$ cat config.mk
export PLATFORM = sky130hd
export DESIGN_NAME = tcb_exec
export DESIGN_NICKNAME = d
export VERILOG_FILES = /design/src/rtl/tcb_pkg.sv /design/src/rtl/tcb_stack_writer.sv /design/src/rtl/tcb_exec.sv
export VERILOG_INCLUDE_DIRS = /design/src /design/src/rtl
export SDC_FILE = /design/constraint.sdc
export NUM_CORES = 1
export LEC_CHECK = 0
export ABC_CLOCK_PERIOD_IN_PS = 2400
export BUFFER_PORTS_ARGS = -buffer_cell sky130_fd_sc_hd__buf_2
export CELL_PAD_IN_SITES_DETAIL_PLACEMENT = 0
export CELL_PAD_IN_SITES_GLOBAL_PLACEMENT = 1
export CORE_ASPECT_RATIO = 1.75
export CORE_UTILIZATION = 36
export DETAILED_ROUTE_END_ITERATION = 16
export GPL_TIMING_DRIVEN = 0
export PLACE_DENSITY_LB_ADDON = 0.1
export SETUP_SLACK_MARGIN = 0.1
export SYNTH_ARGS = -nofsm -noshare
export SYNTH_HDL_FRONTEND = slang
export SYNTH_HIERARCHICAL = 1
export SYNTH_SLANG_ARGS = --single-unit
$ cat constraint.sdc
create_clock -name clock_i -period 2.4 [get_ports clock_i]
set_clock_uncertainty 0.2 [all_clocks]
set_input_delay 0.24 -clock clock_i [delete_from_list [all_inputs] [get_ports clock_i]]
set_output_delay 0.24 -clock clock_i [all_outputs]
set_load 0.005 [all_outputs]
$ cat src/rtl/tcb_defines.svh
// Constants for the table call and bank select execution block
// Behaviour
// - Bank select loads register bank 0-3 or memory bank 0,1,15; two cycles.
// - Branch entry loads PC from entry low bits and next byte; three cycles.
// - Compatible call pushes PC into SP-4,-1,-2, flags into SP-3, SP minus four.
// - Extended call: four cycles, PC into SP-6,-3,-4, PC12 SP-5, flags SP-2.
// - Other entries execute the referenced two-byte instruction; three cycles.
// - Six-nibble frame and four cycles only in extended stack mode.
`ifndef TCB_DEFINES_SVH
`define TCB_DEFINES_SVH

// ----------------------------------------
// Cycle counts
// ----------------------------------------
`define TCB_SEL_CYCLES 3'd2
`define TCB_BR_CYCLES 3'd3
`define TCB_EXEC_CYCLES 3'd3
`define TCB_CALL_C_CYCLES 3'd3
`define TCB_CALL_X_CYCLES 3'd4

// ----------------------------------------
// Frame sizes and legal memory banks
// ----------------------------------------
`define TCB_FRAME_C 8'h04
`define TCB_FRAME_X 8'h06
`define TCB_MBANK_HI 4'hF
`define TCB_MBANK_ONE 4'h1
`define TCB_MBANK_ZERO 4'h0

// ----------------------------------------
// Frame slot offsets below SP and last nibble index
// ----------------------------------------
`define TCB_C_SLOT_PCH 8'h04
`define TCB_C_SLOT_PCM 8'h01
`define TCB_C_SLOT_PCL 8'h02
`define TCB_C_SLOT_FLG 8'h03
`define TCB_X_SLOT_PCH 8'h06
`define TCB_X_SLOT_PCM 8'h03
`define TCB_X_SLOT_PCL 8'h04
`define TCB_X_SLOT_P12 8'h05
`define TCB_X_SLOT_FLG 8'h02
`define TCB_C_LAST_IDX 3'h3
`define TCB_X_LAST_IDX 3'h4

`endif

$ cat src/rtl/tcb_pkg.sv
// Types for the table call and bank select execution block
package tcb_pkg;
    typedef enum logic [2:0] {
        TCB_CMD_NONE = 3'h0,
        TCB_CMD_SEL_RB = 3'h1,
        TCB_CMD_SEL_MB = 3'h2,
        TCB_CMD_TABLE_REF = 3'h3
    } tcb_cmd_t;
    typedef enum logic [1:0] {
        TCB_ENT_BRANCH = 2'h0,
        TCB_ENT_CALL = 2'h1,
        TCB_ENT_OTHER = 2'h2
    } tcb_entry_t;
    typedef enum logic [2:0] {
        TCB_IDLE = 3'b001,
        TCB_BUSY = 3'b010,
        TCB_DONE = 3'b100
    } tcb_state_t;
endpackage : tcb_pkg

$ cat src/rtl/tcb_stack_writer.sv
// Stack frame nibble writer for table calls
`timescale 1ns/10ps
`default_nettype none
`include "tcb_defines.svh"
module tcb_stack_writer (
    // Clock and reset
    input wire logic clock_i,
    input wire logic srst_i,
    // Frame request
    input wire logic start_i,
    input wire logic ext_mode_i,
    input wire logic [12:0] pc_i,
    input wire logic mem_bank_enable_i,
    input wire logic reg_bank_enable_i,
    input wire logic [7:0] sp_i,
    // Nibble write port
    output logic wr_o,
    output logic [7:0] addr_o,
    output logic [3:0] data_o
);
    // ----------------------------------------
    // Frame sequencer
    // ----------------------------------------
    logic [2:0] idx_r;
    logic busy_r;
    logic ext_r;
    logic [12:0] pc_r;
    logic mem_en_r;
    logic reg_en_r;
    logic [7:0] sp_r;
    wire [2:0] last_w = ext_r ? `TCB_X_LAST_IDX : `TCB_C_LAST_IDX;
    logic [7:0] off_w;
    logic [3:0] nib_w;
    always_comb begin
        off_w = 8'h00;
        nib_w = 4'h0;
        if (ext_r) begin
            unique case (idx_r)
                3'h0: begin
                    off_w = `TCB_X_SLOT_PCH;
                    nib_w = pc_r[11:8];
                end
                3'h1: begin
                    off_w = `TCB_X_SLOT_PCM;
                    nib_w = pc_r[7:4];
                end
                3'h2: begin
                    off_w = `TCB_X_SLOT_PCL;
                    nib_w = pc_r[3:0];
                end
                3'h3: begin
                    off_w = `TCB_X_SLOT_P12;
                    nib_w = {3'h0, pc_r[12]};
                end
                default: begin
                    off_w = `TCB_X_SLOT_FLG;
                    nib_w = {2'h0, mem_en_r, reg_en_r};
                end
            endcase
        end else begin
            unique case (idx_r)
                3'h0: begin
                    off_w = `TCB_C_SLOT_PCH;
                    nib_w = pc_r[11:8];
                end
                3'h1: begin
                    off_w = `TCB_C_SLOT_PCM;
                    nib_w = pc_r[7:4];
                end
                3'h2: begin
                    off_w = `TCB_C_SLOT_PCL;
                    nib_w = pc_r[3:0];
                end
                default: begin
                    off_w = `TCB_C_SLOT_FLG;
                    nib_w = {mem_en_r, reg_en_r, 1'b0, pc_r[12]};
                end
            endcase
        end
    end
    always_ff @(posedge clock_i) begin
        if (srst_i) begin
            busy_r <= 1'b0;
            idx_r <= 3'h0;
            ext_r <= 1'b0;
            pc_r <= 13'h0000;
            mem_en_r <= 1'b0;
            reg_en_r <= 1'b0;
            sp_r <= 8'h00;
            wr_o <= 1'b0;
            addr_o <= 8'h00;
            data_o <= 4'h0;
        end else begin
            wr_o <= busy_r;
            addr_o <= sp_r - off_w;
            data_o <= nib_w;
            if (start_i) begin
                busy_r <= 1'b1;
                idx_r <= 3'h0;
                ext_r <= ext_mode_i;
                pc_r <= pc_i;
                mem_en_r <= mem_bank_enable_i;
                reg_en_r <= reg_bank_enable_i;
                sp_r <= sp_i;
            end else if (busy_r) begin
                idx_r <= idx_r + 3'h1;
                busy_r <= (idx_r != last_w);
            end
        end
    end
endmodule : tcb_stack_writer
`default_nettype wire

$ cat src/rtl/tcb_exec.sv
// Bank select and table reference execution unit
`timescale 1ns/10ps
`default_nettype none
`include "tcb_defines.svh"
module tcb_exec #(
    parameter bit WIDE_PC = 1'b1
) (
    // Clock and reset
    input wire logic clock_i,
    input wire logic srst_i,
    // Instruction request
    input wire logic start_i,
    input wire logic [2:0] cmd_i,
    input wire logic [3:0] operand_i,
    input wire logic [1:0] entry_kind_i,
    input wire logic [7:0] entry_hi_i,
    input wire logic [7:0] entry_lo_i,
    // Processor state inputs
    input wire logic extended_stack_mode_i,
    input wire logic [12:0] pc_i,
    input wire logic [7:0] sp_i,
    input wire logic mem_bank_enable_i,
    input wire logic reg_bank_enable_i,
    // Results
    output logic busy_o,
    output logic done_o,
    output logic [1:0] reg_bank_select_o,
    output logic [3:0] mem_bank_select_o,
    output logic pc_load_o,
    output logic [12:0] pc_o,
    output logic sp_load_o,
    output logic [7:0] sp_o,
    output logic exec_ref_o,
    output logic [15:0] ref_instr_o,
    output logic illegal_bank_o,
    // Stack nibble writes
    output logic stack_wr_o,
    output logic [7:0] stack_addr_o,
    output logic [3:0] stack_data_o
);
    // ----------------------------------------
    // Decode
    // ----------------------------------------
    tcb_pkg::tcb_state_t state_r;
    logic [2:0] cnt_r;
    logic [2:0] len_r;
    logic [2:0] cmd_r;
    logic [1:0] kind_r;
    logic [12:0] tgt_r;
    logic [7:0] sp_new_r;
    wire take_w = start_i && state_r == tcb_pkg::TCB_IDLE;
    wire is_sel_rb_w = cmd_i == tcb_pkg::TCB_CMD_SEL_RB;
    wire is_sel_mb_w = cmd_i == tcb_pkg::TCB_CMD_SEL_MB;
    wire is_tref_w = cmd_i == tcb_pkg::TCB_CMD_TABLE_REF;
    wire is_call_w = entry_kind_i == tcb_pkg::TCB_ENT_CALL;
    wire is_br_w = entry_kind_i == tcb_pkg::TCB_ENT_BRANCH;
    wire mb_ok_w = operand_i == `TCB_MBANK_ZERO || operand_i == `TCB_MBANK_ONE
        || operand_i == `TCB_MBANK_HI;
    wire hi_bit_w = WIDE_PC ? entry_hi_i[4] : 1'b0;
    wire [12:0] target_w = {hi_bit_w, entry_hi_i[3:0], entry_lo_i};
    wire [12:0] push_pc_w = WIDE_PC ? pc_i : {1'b0, pc_i[11:0]};
    wire [7:0] frame_w = extended_stack_mode_i ? `TCB_FRAME_X : `TCB_FRAME_C;
    wire [2:0] call_len_w = extended_stack_mode_i ? `TCB_CALL_X_CYCLES
        : `TCB_CALL_C_CYCLES;
    wire [2:0] tref_len_w = is_call_w ? call_len_w
        : (is_br_w ? `TCB_BR_CYCLES : `TCB_EXEC_CYCLES);
    wire [2:0] len_w = is_tref_w ? tref_len_w : `TCB_SEL_CYCLES;
    wire call_go_w = take_w && is_tref_w && is_call_w;
    wire last_w = cnt_r == len_r - 3'h1;

    // ----------------------------------------
    // Stack frame writer
    // ----------------------------------------
    tcb_stack_writer u_writer (
        .clock_i(clock_i),
        .srst_i(srst_i),
        .start_i(call_go_w),
        .ext_mode_i(extended_stack_mode_i),
        .pc_i(push_pc_w),
        .mem_bank_enable_i(mem_bank_enable_i),
        .reg_bank_enable_i(reg_bank_enable_i),
        .sp_i(sp_i),
        .wr_o(stack_wr_o),
        .addr_o(stack_addr_o),
        .data_o(stack_data_o)
    );

    // ----------------------------------------
    // Sequencer
    // ----------------------------------------
    always_ff @(posedge clock_i) begin
        if (srst_i) begin
            state_r <= tcb_pkg::TCB_IDLE;
            cnt_r <= 3'h0;
            len_r <= 3'h0;
            cmd_r <= 3'h0;
            kind_r <= 2'h0;
            tgt_r <= 13'h0000;
            sp_new_r <= 8'h00;
            busy_o <= 1'b0;
            done_o <= 1'b0;
            reg_bank_select_o <= 2'h0;
            mem_bank_select_o <= 4'h0;
            pc_load_o <= 1'b0;
            pc_o <= 13'h0000;
            sp_load_o <= 1'b0;
            sp_o <= 8'h00;
            exec_ref_o <= 1'b0;
            ref_instr_o <= 16'h0000;
            illegal_bank_o <= 1'b0;
        end else begin
            done_o <= 1'b0;
            pc_load_o <= 1'b0;
            sp_load_o <= 1'b0;
            exec_ref_o <= 1'b0;
            unique case (state_r)
                tcb_pkg::TCB_IDLE: begin
                    if (take_w) begin
                        state_r <= tcb_pkg::TCB_BUSY;
                        busy_o <= 1'b1;
                        cnt_r <= 3'h1;
                        len_r <= len_w;
                        cmd_r <= cmd_i;
                        kind_r <= entry_kind_i;
                        tgt_r <= target_w;
                        sp_new_r <= sp_i - frame_w;
                        ref_instr_o <= {entry_hi_i, entry_lo_i};
                        illegal_bank_o <= is_sel_mb_w && !mb_ok_w;
                        if (is_sel_rb_w) begin
                            reg_bank_select_o <= operand_i[1:0];
                        end
                        if (is_sel_mb_w && mb_ok_w) begin
                            mem_bank_select_o <= operand_i;
                        end
                    end
                end
                tcb_pkg::TCB_BUSY: begin
                    cnt_r <= cnt_r + 3'h1;
                    if (last_w) begin
                        state_r <= tcb_pkg::TCB_DONE;
                        busy_o <= 1'b0;
                        done_o <= 1'b1;
                        if (cmd_r == tcb_pkg::TCB_CMD_TABLE_REF) begin
                            if (kind_r == tcb_pkg::TCB_ENT_OTHER) begin
                                exec_ref_o <= 1'b1;
                            end else begin
                                pc_load_o <= 1'b1;
                                pc_o <= tgt_r;
                            end
                            if (kind_r == tcb_pkg::TCB_ENT_CALL) begin
                                sp_load_o <= 1'b1;
                                sp_o <= sp_new_r;
                            end
                        end
                    end
                end
                tcb_pkg::TCB_DONE: begin
                    state_r <= tcb_pkg::TCB_IDLE;
                end
                default: begin
                    state_r <= tcb_pkg::TCB_IDLE;
                end
            endcase
        end
    end

    // ----------------------------------------
    // Checks: bank select
    // ----------------------------------------
    AST_MB_LEGAL: assert property (@(posedge clock_i) disable iff (srst_i)
        mem_bank_select_o == 4'h0 || mem_bank_select_o == 4'h1 || mem_bank_select_o == 4'hF)
        else $error("memory bank select holds illegal value");
    AST_SEL_TWO: assert property (@(posedge clock_i) disable iff (srst_i)
        take_w && !is_tref_w |-> ##2 done_o)
        else $error("bank select not done in two cycles");
    AST_SEL_RB: assert property (@(posedge clock_i) disable iff (srst_i)
        take_w && is_sel_rb_w |=> (reg_bank_select_o == $past(operand_i[1:0])))
        else $error("register bank select not loaded");
    AST_SEL_MB: assert property (@(posedge clock_i) disable iff (srst_i)
        take_w && is_sel_mb_w && mb_ok_w |=> (mem_bank_select_o == $past(operand_i)))
        else $error("memory bank select not loaded");
    AST_MB_KEEP: assert property (@(posedge clock_i) disable iff (srst_i)
        take_w && is_sel_mb_w && !mb_ok_w |=> ($stable(mem_bank_select_o) && illegal_bank_o))
        else $error("illegal memory bank operand not refused");

    // ----------------------------------------
    // Checks: handshake and table reference
    // ----------------------------------------
    AST_TAKE_BUSY: assert property (@(posedge clock_i) disable iff (srst_i)
        take_w |=> busy_o)
        else $error("busy not raised after take");
    AST_DONE_PULSE: assert property (@(posedge clock_i) disable iff (srst_i)
        done_o |=> !done_o)
        else $error("done longer than one cycle");
    AST_DONE_IDLE: assert property (@(posedge clock_i) disable iff (srst_i)
        done_o |-> !busy_o)
        else $error("busy still high with done");
    AST_BR_THREE: assert property (@(posedge clock_i) disable iff (srst_i)
        take_w && is_tref_w && is_br_w |-> ##3 (pc_load_o && !sp_load_o))
        else $error("branch entry not loaded in three cycles");
    AST_BR_TARGET: assert property (@(posedge clock_i) disable iff (srst_i)
        take_w && is_tref_w && is_br_w |-> ##3 (pc_o == $past(target_w, 3)))
        else $error("branch target wrong");
    AST_CALL_C: assert property (@(posedge clock_i) disable iff (srst_i)
        call_go_w && !extended_stack_mode_i
        |-> ##3 (sp_load_o && sp_o == $past(sp_i, 3) - 8'h04))
        else $error("compatible call frame wrong");
    AST_CALL_PC: assert property (@(posedge clock_i) disable iff (srst_i)
        call_go_w && !extended_stack_mode_i
        |-> ##3 (pc_load_o && pc_o == $past(target_w, 3)))
        else $error("compatible call target wrong");
    AST_CALL_X: assert property (@(posedge clock_i) disable iff (srst_i)
        call_go_w && extended_stack_mode_i
        |-> ##4 (sp_load_o && sp_o == $past(sp_i, 4) - 8'h06))
        else $error("extended call frame wrong");
    AST_EXEC: assert property (@(posedge clock_i) disable iff (srst_i)
        take_w && is_tref_w && !is_br_w && !is_call_w |-> ##3 (exec_ref_o && !pc_load_o))
        else $error("referenced instruction not issued in three cycles");
    AST_REF_WORD: assert property (@(posedge clock_i) disable iff (srst_i)
        take_w && is_tref_w && !is_br_w && !is_call_w
        |-> ##3 (ref_instr_o == $past({entry_hi_i, entry_lo_i}, 3)))
        else $error("referenced instruction word wrong");
    AST_FRAME_X: assert property (@(posedge clock_i) disable iff (srst_i)
        call_go_w && extended_stack_mode_i |-> ##2 stack_wr_o [*5])
        else $error("extended frame not five nibbles");
    AST_FRAME_C: assert property (@(posedge clock_i) disable iff (srst_i)
        call_go_w && !extended_stack_mode_i |-> ##2 stack_wr_o [*4])
        else $error("compatible frame not four nibbles");
    AST_PC12: assert property (@(posedge clock_i) disable iff (srst_i)
        pc_load_o |-> (WIDE_PC || !pc_o[12]))
        else $error("narrow variant loaded PC bit 12");
endmodule : tcb_exec
`default_nettype wire

==> results.md, run 1 <==
| Group | Item | Reported |
|---|---|---|
| timing | Relative slew slack | 58.91% |
| power and ir drop | Sum of internal, switching and leakage power | 3755 uW |
| job | Max-Cap Viols | 0 |
| power and ir drop | Worst IR drop on VDD | 0.3735 mV |
| clock network | Clock root buffer master | clkbuf_16 |
| detailed routing | Drc violations | 0 |
| finish | Final-stage net count | 762 |
| synth | Seq/Total Area, Yosys | 47.79% |
| finish | Antenna diodes | 0 |
| clock network | TritonCTS clock tree | done |
| global routing | Overall global routing resource usage | 20.02% |
| timing | Fin worst setup slack | -0.1557 ns |
| synth | Mean area per synthesized cell | 9.058 um2 |
| worst setup path | Kind of start point of the critical path | flip-flop |
| synth | Fraction of synthesis flops using an asynchronous set or reset pin | 0% |
| worst setup path | Worst Path Class, Setup | reg2reg |
| die | Core outline area | 12570 um2 |
| global routing | Via count of the first global-routing pass | 4197 |
| worst setup path | CP Max Fanout | 6 |
| die | Die Area | 13510 um2 |
| worst setup path | Origin of the worst setup path | u_writer/idx_r[0] |
| hold path | Hold Path Class | in2reg |
| worst setup path | Sort of element at the end of the critical path | flip-flop |
| synth | Syn nets | 583 |
| hold path | Hold Startpoint | sp_i[2] |
| synth | Share of the synthesized area in the top cell type | 47.79% |
| synth | Dominant register cell in the synthesized netlist | dfxtp_1 |
| worst setup path | Signal arrival time at the worst endpoint | 2.59 ns |
| place | Number of I/O port buffers | 113 |
| timing | Final hold violation count | 0 |
| die | Chip Height | 153.0 um |
| power and ir drop | Pwr/cell area | 582.6 nW/um2 |
| global routing | Maximum number of pins on one net before global-route repair | 17 |
| finish | Fraction of layout instances using a drive strength above 1 | 26.07% |
| detailed routing | Post-Route WL | 13270 um |
| timing | Unrepaired setup endpoints after global routing | true |
| detailed routing | DRT antenna net count | 0 |
| worst setup path | RR Startpoint | u_writer/idx_r[0] |
| detailed routing | Post-detailed-route wirelength per cell | 15.25 um |
| worst setup path | Delay of the slowest critical-path stage | 0.42 ns |
| timing | Pins over their slew limit | 0 |
| detailed routing | Drt initial violations | 132 |
| synth | Number of synthesized register bits | 112 |
| synth | Top cell type by total area after synthesis | dfxtp_1 |
| clock network | Total CTS buffers | 9 |
| synth | Post-synthesis cell area | 4692 um2 |
| place | Last weighted congestion value of the routability-driven placer | 0.7951 |
| clock network | Total number of H-tree levels | 3 |
| die | I/O Pins | 114 |
| die | Initial Utilization | 37.34% |
| global routing | First-pass GRT wire length | 20670 um |
| run status | Result of the run | finished with violations |
| place | Number of cells in the design after placement | 799 |
| finish | Final core utilization | 51.28% |
| synth | Cell count after synthesis | 518 |
| finish | Most used cells in the layout excluding fill and tap cells | 118 x buf_2, 109 x dfxtp_1, 54 x a21oi_1, 53 x nand2_1, 49 x nor2_1 |
| timing | Number of setup violations in the final report | 4 |
| clock network | Longest Clk Path Bufs | 2 |
| worst setup path | Top Family by Delay on Critical Path | simple AND/OR/NAND/NOR gates |
| timing | Post-route clock period utilization | 106.5% |
| die | Die X | 88.30 um |
| run status | Violations in the final reports | negative setup slack |
| global routing | Initial antenna violation count | 0 |
| synth | Synth warn | 6 |
| power and ir drop | Leakage | 0.002627 uW |
| worst setup path | Slowest CP cell | dfxtp_4 |
| global routing | Overflow left after global routing | 0 |
| finish | Area growth syn-to-layout | 37.36% |
| die | Core Rows | 54 |
| clock network | Clk slew on worst S/H paths | 0.07 ns |
| finish | Most common cell after layout, fill and taps aside | buf_2 |
| timing | Slew of the pin with the lowest slew margin | 0.6163 ns |
| clock network | Worst skew pair latency | 0.34 ns |
| timing | Final worst path period need | 2.556 ns |
| worst setup path | Critical path, cell by cell | inv_4 > ha_4 > buf_4 > a21o_1 > nand2_1 > ha_2 > and3b_4 > nor4b_4 > mux2_1 |
| worst setup path | Required time worst endpoint | 2.43 ns |
| timing | Peak Freq | 391.3 MHz |
| finish | Non-filler instance count after layout | 870 |
| clock network | Clock sink count | 112 |
| synth | Number of enable-type register cells in the synthesized netlist | 0 |
| synth | Count of cell types in the netlist | 53 |
| place | DPL Wire Length | 9763 um |
| worst setup path | Worst path buffer plus inverter count | 2 |
| detailed routing | Overall via count from detail_route | 4194 |
| detailed routing | DRT Pass-1 Iters | 6 |
| finish | FILL cells | 1278 |
| synth | Biggest area contributors in the synthesized netlist | dfxtp_1 48%, mux2i_1 7.5%, a21oi_1 5.9%, nand2_1 4.2%, nor2_1 4.0% |
| detailed routing | Detail-routed via count per cell | 4.821 |
==> synthesized netlist by cell type, types with 2 or more instances <==
library cell,number
ha_1,12
nor3_1,7
nor4_1,2
o21ai_0,23
nor2_1,50
nand2_1,53
dfxtp_1,112
mux2i_1,35
a211oi_1,8
buf_2,7
a21o_1,3
a222oi_1,4
nor2b_1,6
buf_4,2
nand3_1,6
xor2_1,5
a21oi_1,55
or2_2,3
nand3b_1,3
a2111oi_0,2
inv_1,26
clkbuf_1,20
nand4_1,3
xnor2_1,6
or3_1,17
nand4bb_1,2
nand2b_1,19
o21a_1,2
==> layout make-up <==
class / instances / area (um2) / area share [%]
timing repair buffer: 168 / 1106 / 17.16
buffer: 30 / 145.1 / 2.252
sequential: 112 / 2251 / 34.93
multi-input combinational: 350 / 2361 / 36.63
clock buffer: 14 / 254.0 / 3.941
clock inverter: 2 / 15.01 / 0.2330
inverter: 26 / 102.6 / 1.592
tap: 168 / 210.2 / 3.262
==> layer usage <==
layer	vias to the layer above	GRT usage (%)	part of all wire, %
met5	-	0	0
met4	0	5.991	1.6
met3	17	3.510	3.8
met2	99	40.11	57
met1	1955	19.71	38
li1	2123	-	-
==> power by group <==
| group | leakage (uW) | total [uW] | switching [uW] | internal [uW] |
|---|---|---|---|---|
| Combinational | 0.00159 | 402 | 210 | 192 |
| Clock | 0.000123 | 1410 | 669 | 736 |
| Sequential | 0.000913 | 1950 | 34.8 | 1910 |
==> cell families (layout without fill, tap and decap cells) <==
logic type	after synthesis	after routing	synth area share, %
buffers and inverters	56	240	4.826
AND/OR/NAND/NOR	183	183	20.19
adder cells (fa/ha/maj)	13	13	3.627
multiplexers	37	37	7.947
flip-flops	112	112	47.79
XOR/XNOR	12	12	2.533
AO/OA/AOI/OAI	105	105	13.09
==> state kept, by name (all words and copies together) (netlist names), 2 cells and up <==
signal and cells:
cmd_r 3, cnt_r 3, kind_r 2, len_r 3
mem_bank_select_o 4, pc_o 13, ref_instr_o 16, reg_bank_select_o 2
sp_new_r 8, sp_o 8, state_r 3, u_writer/addr_o 8
u_writer/data_o 4, u_writer/idx_r 3, u_writer/pc_r 13, u_writer/sp_r 8
==> per-stage QoR <==
stage / cell area [um2] / hold slack (ns) / setup TNS, ns / worst slack, ns
after detailed placement: 5480 / 0.2457 / -7.473 / -0.3884
after floorplan: 4705 / 0.1310 / 0 / 0.06183
final: 6445 / 0.01068 / -0.5260 / -0.1557
after global routing: 6445 / 0.02187 / -0.9280 / -0.2330
after global placement: 5480 / 0.2424 / -6.673 / -0.3549
after CTS: 6395 / 0.0005740 / -0.7306 / -0.2234
==> worst paths after layout <==
| kind | slack, ns | endpoint | depth (start not counted) |
|---|---|---|---|
| worst max register to register | -0.16 | u_writer/addr_o[7] | 9 |
| worst min register to register | 0.26 | sp_new_r[2] | 2 |
| worst min-delay path | 0.01 | u_writer/sp_r[2] | 3 |
| worst max-delay path | -0.16 | u_writer/addr_o[7] | 9 |
==> worst reg2reg max path, cell delays in order (launching register included) <==
cell     delay [ns]
dfxtp_4        0.42
inv_4          0.06
ha_4           0.17
buf_4          0.15
a21o_1         0.15
nand2_1        0.11
ha_2           0.34
and3b_4        0.23
nor4b_4        0.26
mux2_1         0.35
==> what timing repair did <==
action	4_1_cts	5_1_grt
resized for setup	27	15
endpoints found under the hold margin	45	0
setup buffers	11	2
pin swaps	14	13
setup endpoints to repair	43	32
hold buffers	43	0
Note: power is estimated with default switching activity, not from simulation.
==> inputs of run 2 (changes only) <==
Settings changed: HOLD_SLACK_MARGIN from default to 0.03, RECOVER_POWER from default to 25.
==> results.md, run 2 (synthesis results as in run 1) <==
| Group | Item | Reported |
|---|---|---|
| clock network | TritonCTS clock tree | done |
| finish | Most common cell after layout, fill and taps aside | dfxtp_1 |
| global routing | Maximum number of pins on one net before global-route repair | 17 |
| place | Number of I/O port buffers | 113 |
| worst setup path | Slowest CP cell | dfxtp_4 |
| timing | Post-route clock period utilization | 106.7% |
| global routing | Via count of the first global-routing pass | 4190 |
| worst setup path | Required time worst endpoint | 2.43 ns |
| finish | FILL cells | 1284 |
| timing | Pins over their slew limit | 0 |
| worst setup path | Delay of the slowest critical-path stage | 0.42 ns |
| power and ir drop | Worst IR drop on VDD | 0.3706 mV |
| detailed routing | DRT antenna net count | 0 |
| power and ir drop | Leakage | 0.002546 uW |
| worst setup path | Signal arrival time at the worst endpoint | 2.59 ns |
| timing | Relative slew slack | 57.25% |
| place | Post-detailed-placement cell area | 5480 um2 |
| worst setup path | Worst path buffer plus inverter count | 2 |
| hold path | Count of cells along the worst hold path | 3 |
| worst setup path | Critical path, cell by cell | inv_4 > ha_4 > buf_4 > a21o_1 > nand2_1 > ha_2 > and3b_4 > nor4b_4 > mux2_1 |
| finish | Fraction of layout instances using a drive strength above 1 | 22.66% |
| timing | Number of setup violations in the final report | 4 |
| global routing | Met2 track utilization from global routing | 40.07% |
| detailed routing | Drt initial violations | 110 |
| place | Pre-CTS setup slack | -0.3884 ns |
| timing | Unrepaired setup endpoints after global routing | true |
| die | I/O Pins | 114 |
| run status | Violations in the final reports | negative setup slack |
| global routing | First-pass GRT wire length | 20710 um |
| hold path | Hold Startpoint | operand_i[3] |
| place | DPL Wire Length | 9763 um |
| timing | Final hold violation count | 0 |
| global routing | Most Crowded Layer GR | met2 |
| timing | Final worst path period need | 2.562 ns |
| worst setup path | Origin of the worst setup path | u_writer/idx_r[0] |
| finish | Largest registers ranked by flip-flop count | ref_instr_o x16, pc_o x13, u_writer/pc_r x13 |
| worst setup path | Worst R2R Path Depth | 9 |
| worst setup path | Top Family by Delay on Critical Path | simple AND/OR/NAND/NOR gates |
| detailed routing | Post-Route WL | 13340 um |
| finish | Area growth syn-to-layout | 37.60% |
| clock network | Total number of H-tree levels | 3 |
| clock network | Clk slew on worst S/H paths | 0.07 ns |
| global routing | Grt met3 use | 3.510% |
| job | Max-Cap Viols | 0 |
| die | Core Rows | 54 |
| finish | Non-filler instance count after layout | 874 |
| detailed routing | Overall via count from detail_route | 4207 |
| detailed routing | Drc violations | 0 |
| worst setup path | Endpoint of the worst register-to-register path | u_writer/addr_o[7] |
| finish | Flip-flop count of the largest register after layout | 16 |
| die | Initial Utilization | 37.34% |
| die | Die X | 88.30 um |
| global routing | Met1 global-route usage | 19.85% |
| run status | Result of the run | finished with violations |
| worst setup path | Worst Path Class, Setup | reg2reg |
| finish | Most used cells in the layout excluding fill and tap cells | 109 x dfxtp_1, 95 x buf_2, 54 x a21oi_1, 53 x nand2_1, 49 x nor2_1 |
| die | Die Area | 13510 um2 |
| power and ir drop | Pwr/cell area | 582.9 nW/um2 |
| place | Number of cells in the design after placement | 799 |
| die | Core outline area | 12570 um2 |
| clock network | Worst skew pair latency | 0.34 ns |
| clock network | Clock sink count | 112 |
| timing | Fin worst setup slack | -0.1618 ns |
| worst setup path | RR Startpoint | u_writer/idx_r[0] |
| worst setup path | CP Max Fanout | 6 |
| global routing | Overall global routing resource usage | 20.06% |
| timing | Peak Freq | 390.3 MHz |
| worst setup path | Slack of the worst reg-to-reg path | -0.16 ns |
| place | Last weighted congestion value of the routability-driven placer | 0.7951 |
| global routing | Overflow left after global routing | 0 |
| finish | Final Cell Area | 6456 um2 |
| finish | Final-stage net count | 766 |
| worst setup path | Kind of start point of the critical path | flip-flop |
| clock network | Longest Clk Path Bufs | 2 |
| finish | Antenna diodes | 0 |
| clock network | Clock root buffer master | clkbuf_16 |
| finish | Biggest register | ref_instr_o |
| detailed routing | DRT Pass-1 Iters | 4 |
| global routing | Initial antenna violation count | 0 |
| detailed routing | Post-detailed-route wirelength per cell | 15.26 um |
| hold path | Hold Path Class | in2reg |
| worst setup path | Sort of element at the end of the critical path | flip-flop |
| timing | Slew of the pin with the lowest slew margin | 0.6413 ns |
| die | Chip Height | 153.0 um |
| detailed routing | Detail-routed via count per cell | 4.814 |
| hold path | End point of the most critical hold path | mem_bank_select_o[3] |
| clock network | Total CTS buffers | 9 |
run 2: cell count changes in the layout (fill, tap and decap cells not counted):
cell / before / now
buf_2: 118 / 95
clkbuf_1: 21 / 42
dlygate4sd3_1: 43 / 47
buf_1: 1 / 3
run 2: how the worst max path moves through the flow:
stage	depth (start not counted)	to	slack, ns
detailed placement	7	u_writer/sp_r[1]	-0.39
global placement	7	u_writer/pc_r[11]	-0.35
floorplan	11	u_writer/addr_o[6]	0.06
global route	11	u_writer/addr_o[6]	-0.23
finish	9	u_writer/addr_o[7]	-0.16
CTS	11	u_writer/addr_o[6]	-0.22
run 2: per-stage QoR:
step	utilization [%]	total power [uW]	setup TNS (ns)	hold slack, ns
detailed placement	43.61	2329	-7.473	0.2457
CTS	51.20	3805	-0.7306	0.03736
floorplan	-	2173	0	0.1310
finish	51.37	3763	-0.5250	0.05249
global route	51.37	3924	-0.9314	0.04663
global placement	43.61	2325	-6.673	0.2424
run 2: repair_timing:
action | CTS | global route
hold buffers | 47 | 0
gates resized for setup | 27 | 15
setup endpoints to repair | 43 | 32
setup buffers | 11 | 2
hold endpoints to repair | 50 | 0
pin swaps | 14 | 13
run 2: final cells by class:
| class | instances | area [um2] | share of cell area [%] |
|---|---|---|---|
| plain buffers | 30 | 145.1 | 2.248 |
| multi-input cells | 350 | 2361 | 36.57 |
| clock inverters | 2 | 15.01 | 0.2326 |
| well taps | 168 | 210.2 | 3.256 |
| repair buffers | 172 | 1117 | 17.31 |
| inverters | 26 | 102.6 | 1.589 |
| clock buffers | 14 | 254.0 | 3.934 |
| flip-flops and latches | 112 | 2251 | 34.86 |
run 2: worst register-to-register path, delay by kind of cell, from the launching register on:
family | cells | cell delay [ns]
compound gates | 1 | 0.15
buf+inv | 2 | 0.22
simple gates | 3 | 0.60
flops | 1 | 0.42
fa+ha+maj | 2 | 0.51
mux | 1 | 0.36
run 2: layer usage:
layer	part of all wire, %	vias up
met1	38	1970
met2	57	89
met3	3.5	16
met5	0	-
met4	1.5	0
li1	-	2132
run 2: power breakdown:
group          internal, uW  switching [uW]
logic                   195             212
registers              1910            34.9
clock network           737             673
total                  2840             919
==> inputs of run 3 (changes only) <==
Settings changed: REMOVE_ABC_BUFFERS from default to 1.
==> results.md, run 3 (synthesis results as in run 1) <==
| Group | Item | Reported |
|---|---|---|
| run status | Result of the run | finished with violations |
| run status | Violations in the final reports | negative setup slack |
| power and ir drop | Proportion of power drawn by combinational gates | 11.0% |
| die | Core outline area | 12570 um2 |
| power and ir drop | Worst IR drop on VDD | 0.3613 mV |
| place | DPL Wire Length | 7844 um |
| place | Pre-CTS setup slack | -0.4631 ns |
| worst setup path | Endpoint of the worst register-to-register path | u_writer/addr_o[6] |
| global routing | Initial antenna violation count | 0 |
| place | Number of I/O port buffers | 113 |
| power and ir drop | Pwr/cell area | 597.2 nW/um2 |
| worst setup path | Worst Path Class, Setup | reg2reg |
| power and ir drop | Cell Int Power | 3068 uW |
| detailed routing | Post-Route WL | 12470 um |
| finish | Largest registers ranked by flip-flop count | ref_instr_o x16, pc_o x13, u_writer/pc_r x13 |
| timing | Number of setup violations in the final report | 4 |
| die | Die Area | 13510 um2 |
| worst setup path | Delay of the slowest critical-path stage | 0.41 ns |
| detailed routing | DRT Pass-1 Iters | 5 |
| worst setup path | CP Max Fanout | 6 |
| worst setup path | Critical path, cell by cell | inv_4 > ha_4 > nor2_4 > nor4_2 > a21oi_1 > ha_2 > inv_2 > fa_2 > a21o_1 > or3b_1 > a21oi_1 |
| timing | Unrepaired setup endpoints after global routing | true |
| power and ir drop | Leakage | 0.002621 uW |
| global routing | First-pass GRT wire length | 19730 um |
| timing | Fin worst setup slack | -0.08800 ns |
| power and ir drop | Proportion of power drawn by flip-flops and latches | 49.0% |
| global routing | Maximum number of pins on one net before global-route repair | 96 |
| power and ir drop | Switching power total | 910.2 uW |
| finish | Most common cell after layout, fill and taps aside | dfxtp_1 |
| finish | Fraction of layout instances using a drive strength above 1 | 25.33% |
| timing | Final hold violation count | 0 |
| timing | Post-route clock period utilization | 103.7% |
| finish | Flip-flop count of the largest register after layout | 16 |
| clock network | Clock sink count | 112 |
| worst setup path | RR Startpoint | u_writer/idx_r[0] |
| worst setup path | Most frequent CP cell | a21oi_1 |
| die | Chip Height | 153.0 um |
| worst setup path | Signal arrival time at the worst endpoint | 2.56 ns |
| timing | Pins over their slew limit | 0 |
| worst setup path | Origin of the worst setup path | u_writer/idx_r[0] |
| clock network | Clk slew on worst S/H paths | 0.07 ns |
| finish | Final core utilization | 53.01% |
| die | Core Rows | 54 |
| finish | Biggest register | ref_instr_o |
| worst setup path | Required time worst endpoint | 2.48 ns |
| detailed routing | Overall via count from detail_route | 4192 |
| finish | Antenna diodes | 0 |
| clock network | Worst skew pair latency | 0.34 ns |
| finish | Final-stage net count | 753 |
| detailed routing | Drt initial violations | 105 |
| finish | Most used cells in the layout excluding fill and tap cells | 108 x dfxtp_1, 92 x buf_2, 55 x a21oi_1, 52 x nand2_1 |
| worst setup path | Sort of element at the end of the critical path | flip-flop |
| timing | Relative slew slack | 67.37% |
| timing | Final worst path period need | 2.488 ns |
| worst setup path | Worst R2R Path Depth | 11 |
| clock network | Longest Clk Path Bufs | 2 |
| job | Max-Cap Viols | 0 |
| timing | Peak Freq | 401.9 MHz |
| timing | Slew of the pin with the lowest slew margin | 0.4771 ns |
| detailed routing | Post-detailed-route wirelength per cell | 14.52 um |
| clock network | Total number of H-tree levels | 3 |
| detailed routing | Drc violations | 0 |
| power and ir drop | Clock power share | 40.0% |
| finish | FILL cells | 1227 |
| detailed routing | DRT antenna net count | 0 |
| clock network | Clock root buffer master | clkbuf_16 |
| global routing | Overall global routing resource usage | 18.74% |
| die | Die X | 88.30 um |
| global routing | Via count of the first global-routing pass | 4037 |
| worst setup path | Kind of start point of the critical path | flip-flop |
| die | I/O Pins | 114 |
| worst setup path | Slowest CP cell | dfxtp_4 |
| hold path | Hold Path Class | in2reg |
| finish | Area growth syn-to-layout | 41.97% |
| clock network | TritonCTS clock tree | done |
| worst setup path | Slack of the worst reg-to-reg path | -0.09 ns |
| power and ir drop | Switching fraction of total power | 22.88% |
| place | Last weighted congestion value of the routability-driven placer | 0.7480 |
| worst setup path | Critical path endpoint | u_writer/addr_o[6] |
| die | Initial Utilization | 37.34% |
| clock network | Total CTS buffers | 9 |
| detailed routing | Detail-routed via count per cell | 4.880 |
| global routing | Overflow left after global routing | 0 |
run 3: cell types whose count changed in the layout (fill, tap and decap cells not counted), moves of 2 or more:
cell and delta:
buf_2 -3, buf_16 +3, buf_1 -3, mux2_4 +2, clkbuf_2 -3, clkbuf_1 -21
buf_6 +2, nor2_1 -2, buf_4 +7, bufinv_16 +2
run 3: metrics by stage:
step                power (uW)  instance area (um2)  setup TNS (ns)  instances  hold WS, ns
floorplan                 2143                 4563         -115.43        488       0.1067
finish                    3978                 6661         -0.1526        859      0.04164
global placement          2299                 5339         -246.18        769       0.2404
CTS                       4016                 6544         -0.2275        853      0.03244
detailed placement        2330                 5484          -10.68        777       0.2462
global route              4172                 6661         -0.5522        859      0.04583
run 3: worst min path at each step:
stage	from	to	slack, ns	cells after the start
2_1_floorplan	srst_i	u_writer/addr_o[0]	0.11	1
3_3_place_gp	cmd_r[1]	cmd_r[1]	0.24	2
3_5_place_dp	ref_instr_o[13]	ref_instr_o[13]	0.25	2
4_1_cts	operand_i[3]	mem_bank_select_o[3]	0.03	3
5_1_grt	operand_i[3]	mem_bank_select_o[3]	0.05	3
6_report	operand_i[3]	mem_bank_select_o[3]	0.04	3
run 3: final cells by class:
class / instances / area, um2 / area share [%]
clock buffers: 11 / 242.7 / 3.644
clock inverters: 3 / 67.56 / 1.014
inverters: 26 / 102.6 / 1.540
multi-input cells: 352 / 2472 / 37.11
flip-flops and latches: 112 / 2255 / 33.85
well taps: 168 / 210.2 / 3.156
repair buffers: 187 / 1311 / 19.68
run 3: power by group through the flow:
stage	clock (uW)	sequential, uW	combinational, uW
after detailed placement	0	1990	337
after global routing	1730	1960	485
after CTS	1640	1950	426
after floorplan	0	1990	153
final	1590	1950	439
after global placement	0	1990	309
run 3: what timing repair did:
item,in CTS,in global routing
gates resized for setup,35,18
buffers inserted,14,5
cloned,1,1
endpoints found under the setup margin,61,37
endpoints found under the hold margin,50,0
pin swaps,10,11
hold buffers,47,0
run 3: critical path: cells and delay by family, from the launching register on:
| family | cells | cell delay (ns) |
|---|---|---|
| buffers and inverters | 2 | 0.10 |
| adder cells (fa/ha/maj) | 3 | 0.74 |
| AO/OA/AOI/OAI | 3 | 0.49 |
| AND/OR/NAND/NOR | 3 | 0.49 |
| flip-flops | 1 | 0.41 |
run 3: layer usage:
metal | part of all wire (%) | GRT usage [%] | up-vias | wire length [um]
met5 | 0 | 0 | - | 0
met4 | 1.2 | 5.760 | 0 | 144
met3 | 3.6 | 3.402 | 11 | 446
met2 | 54 | 34.47 | 90 | 6724
met1 | 41 | 21.17 | 1976 | 5153
li1 | - | - | 2115 | -
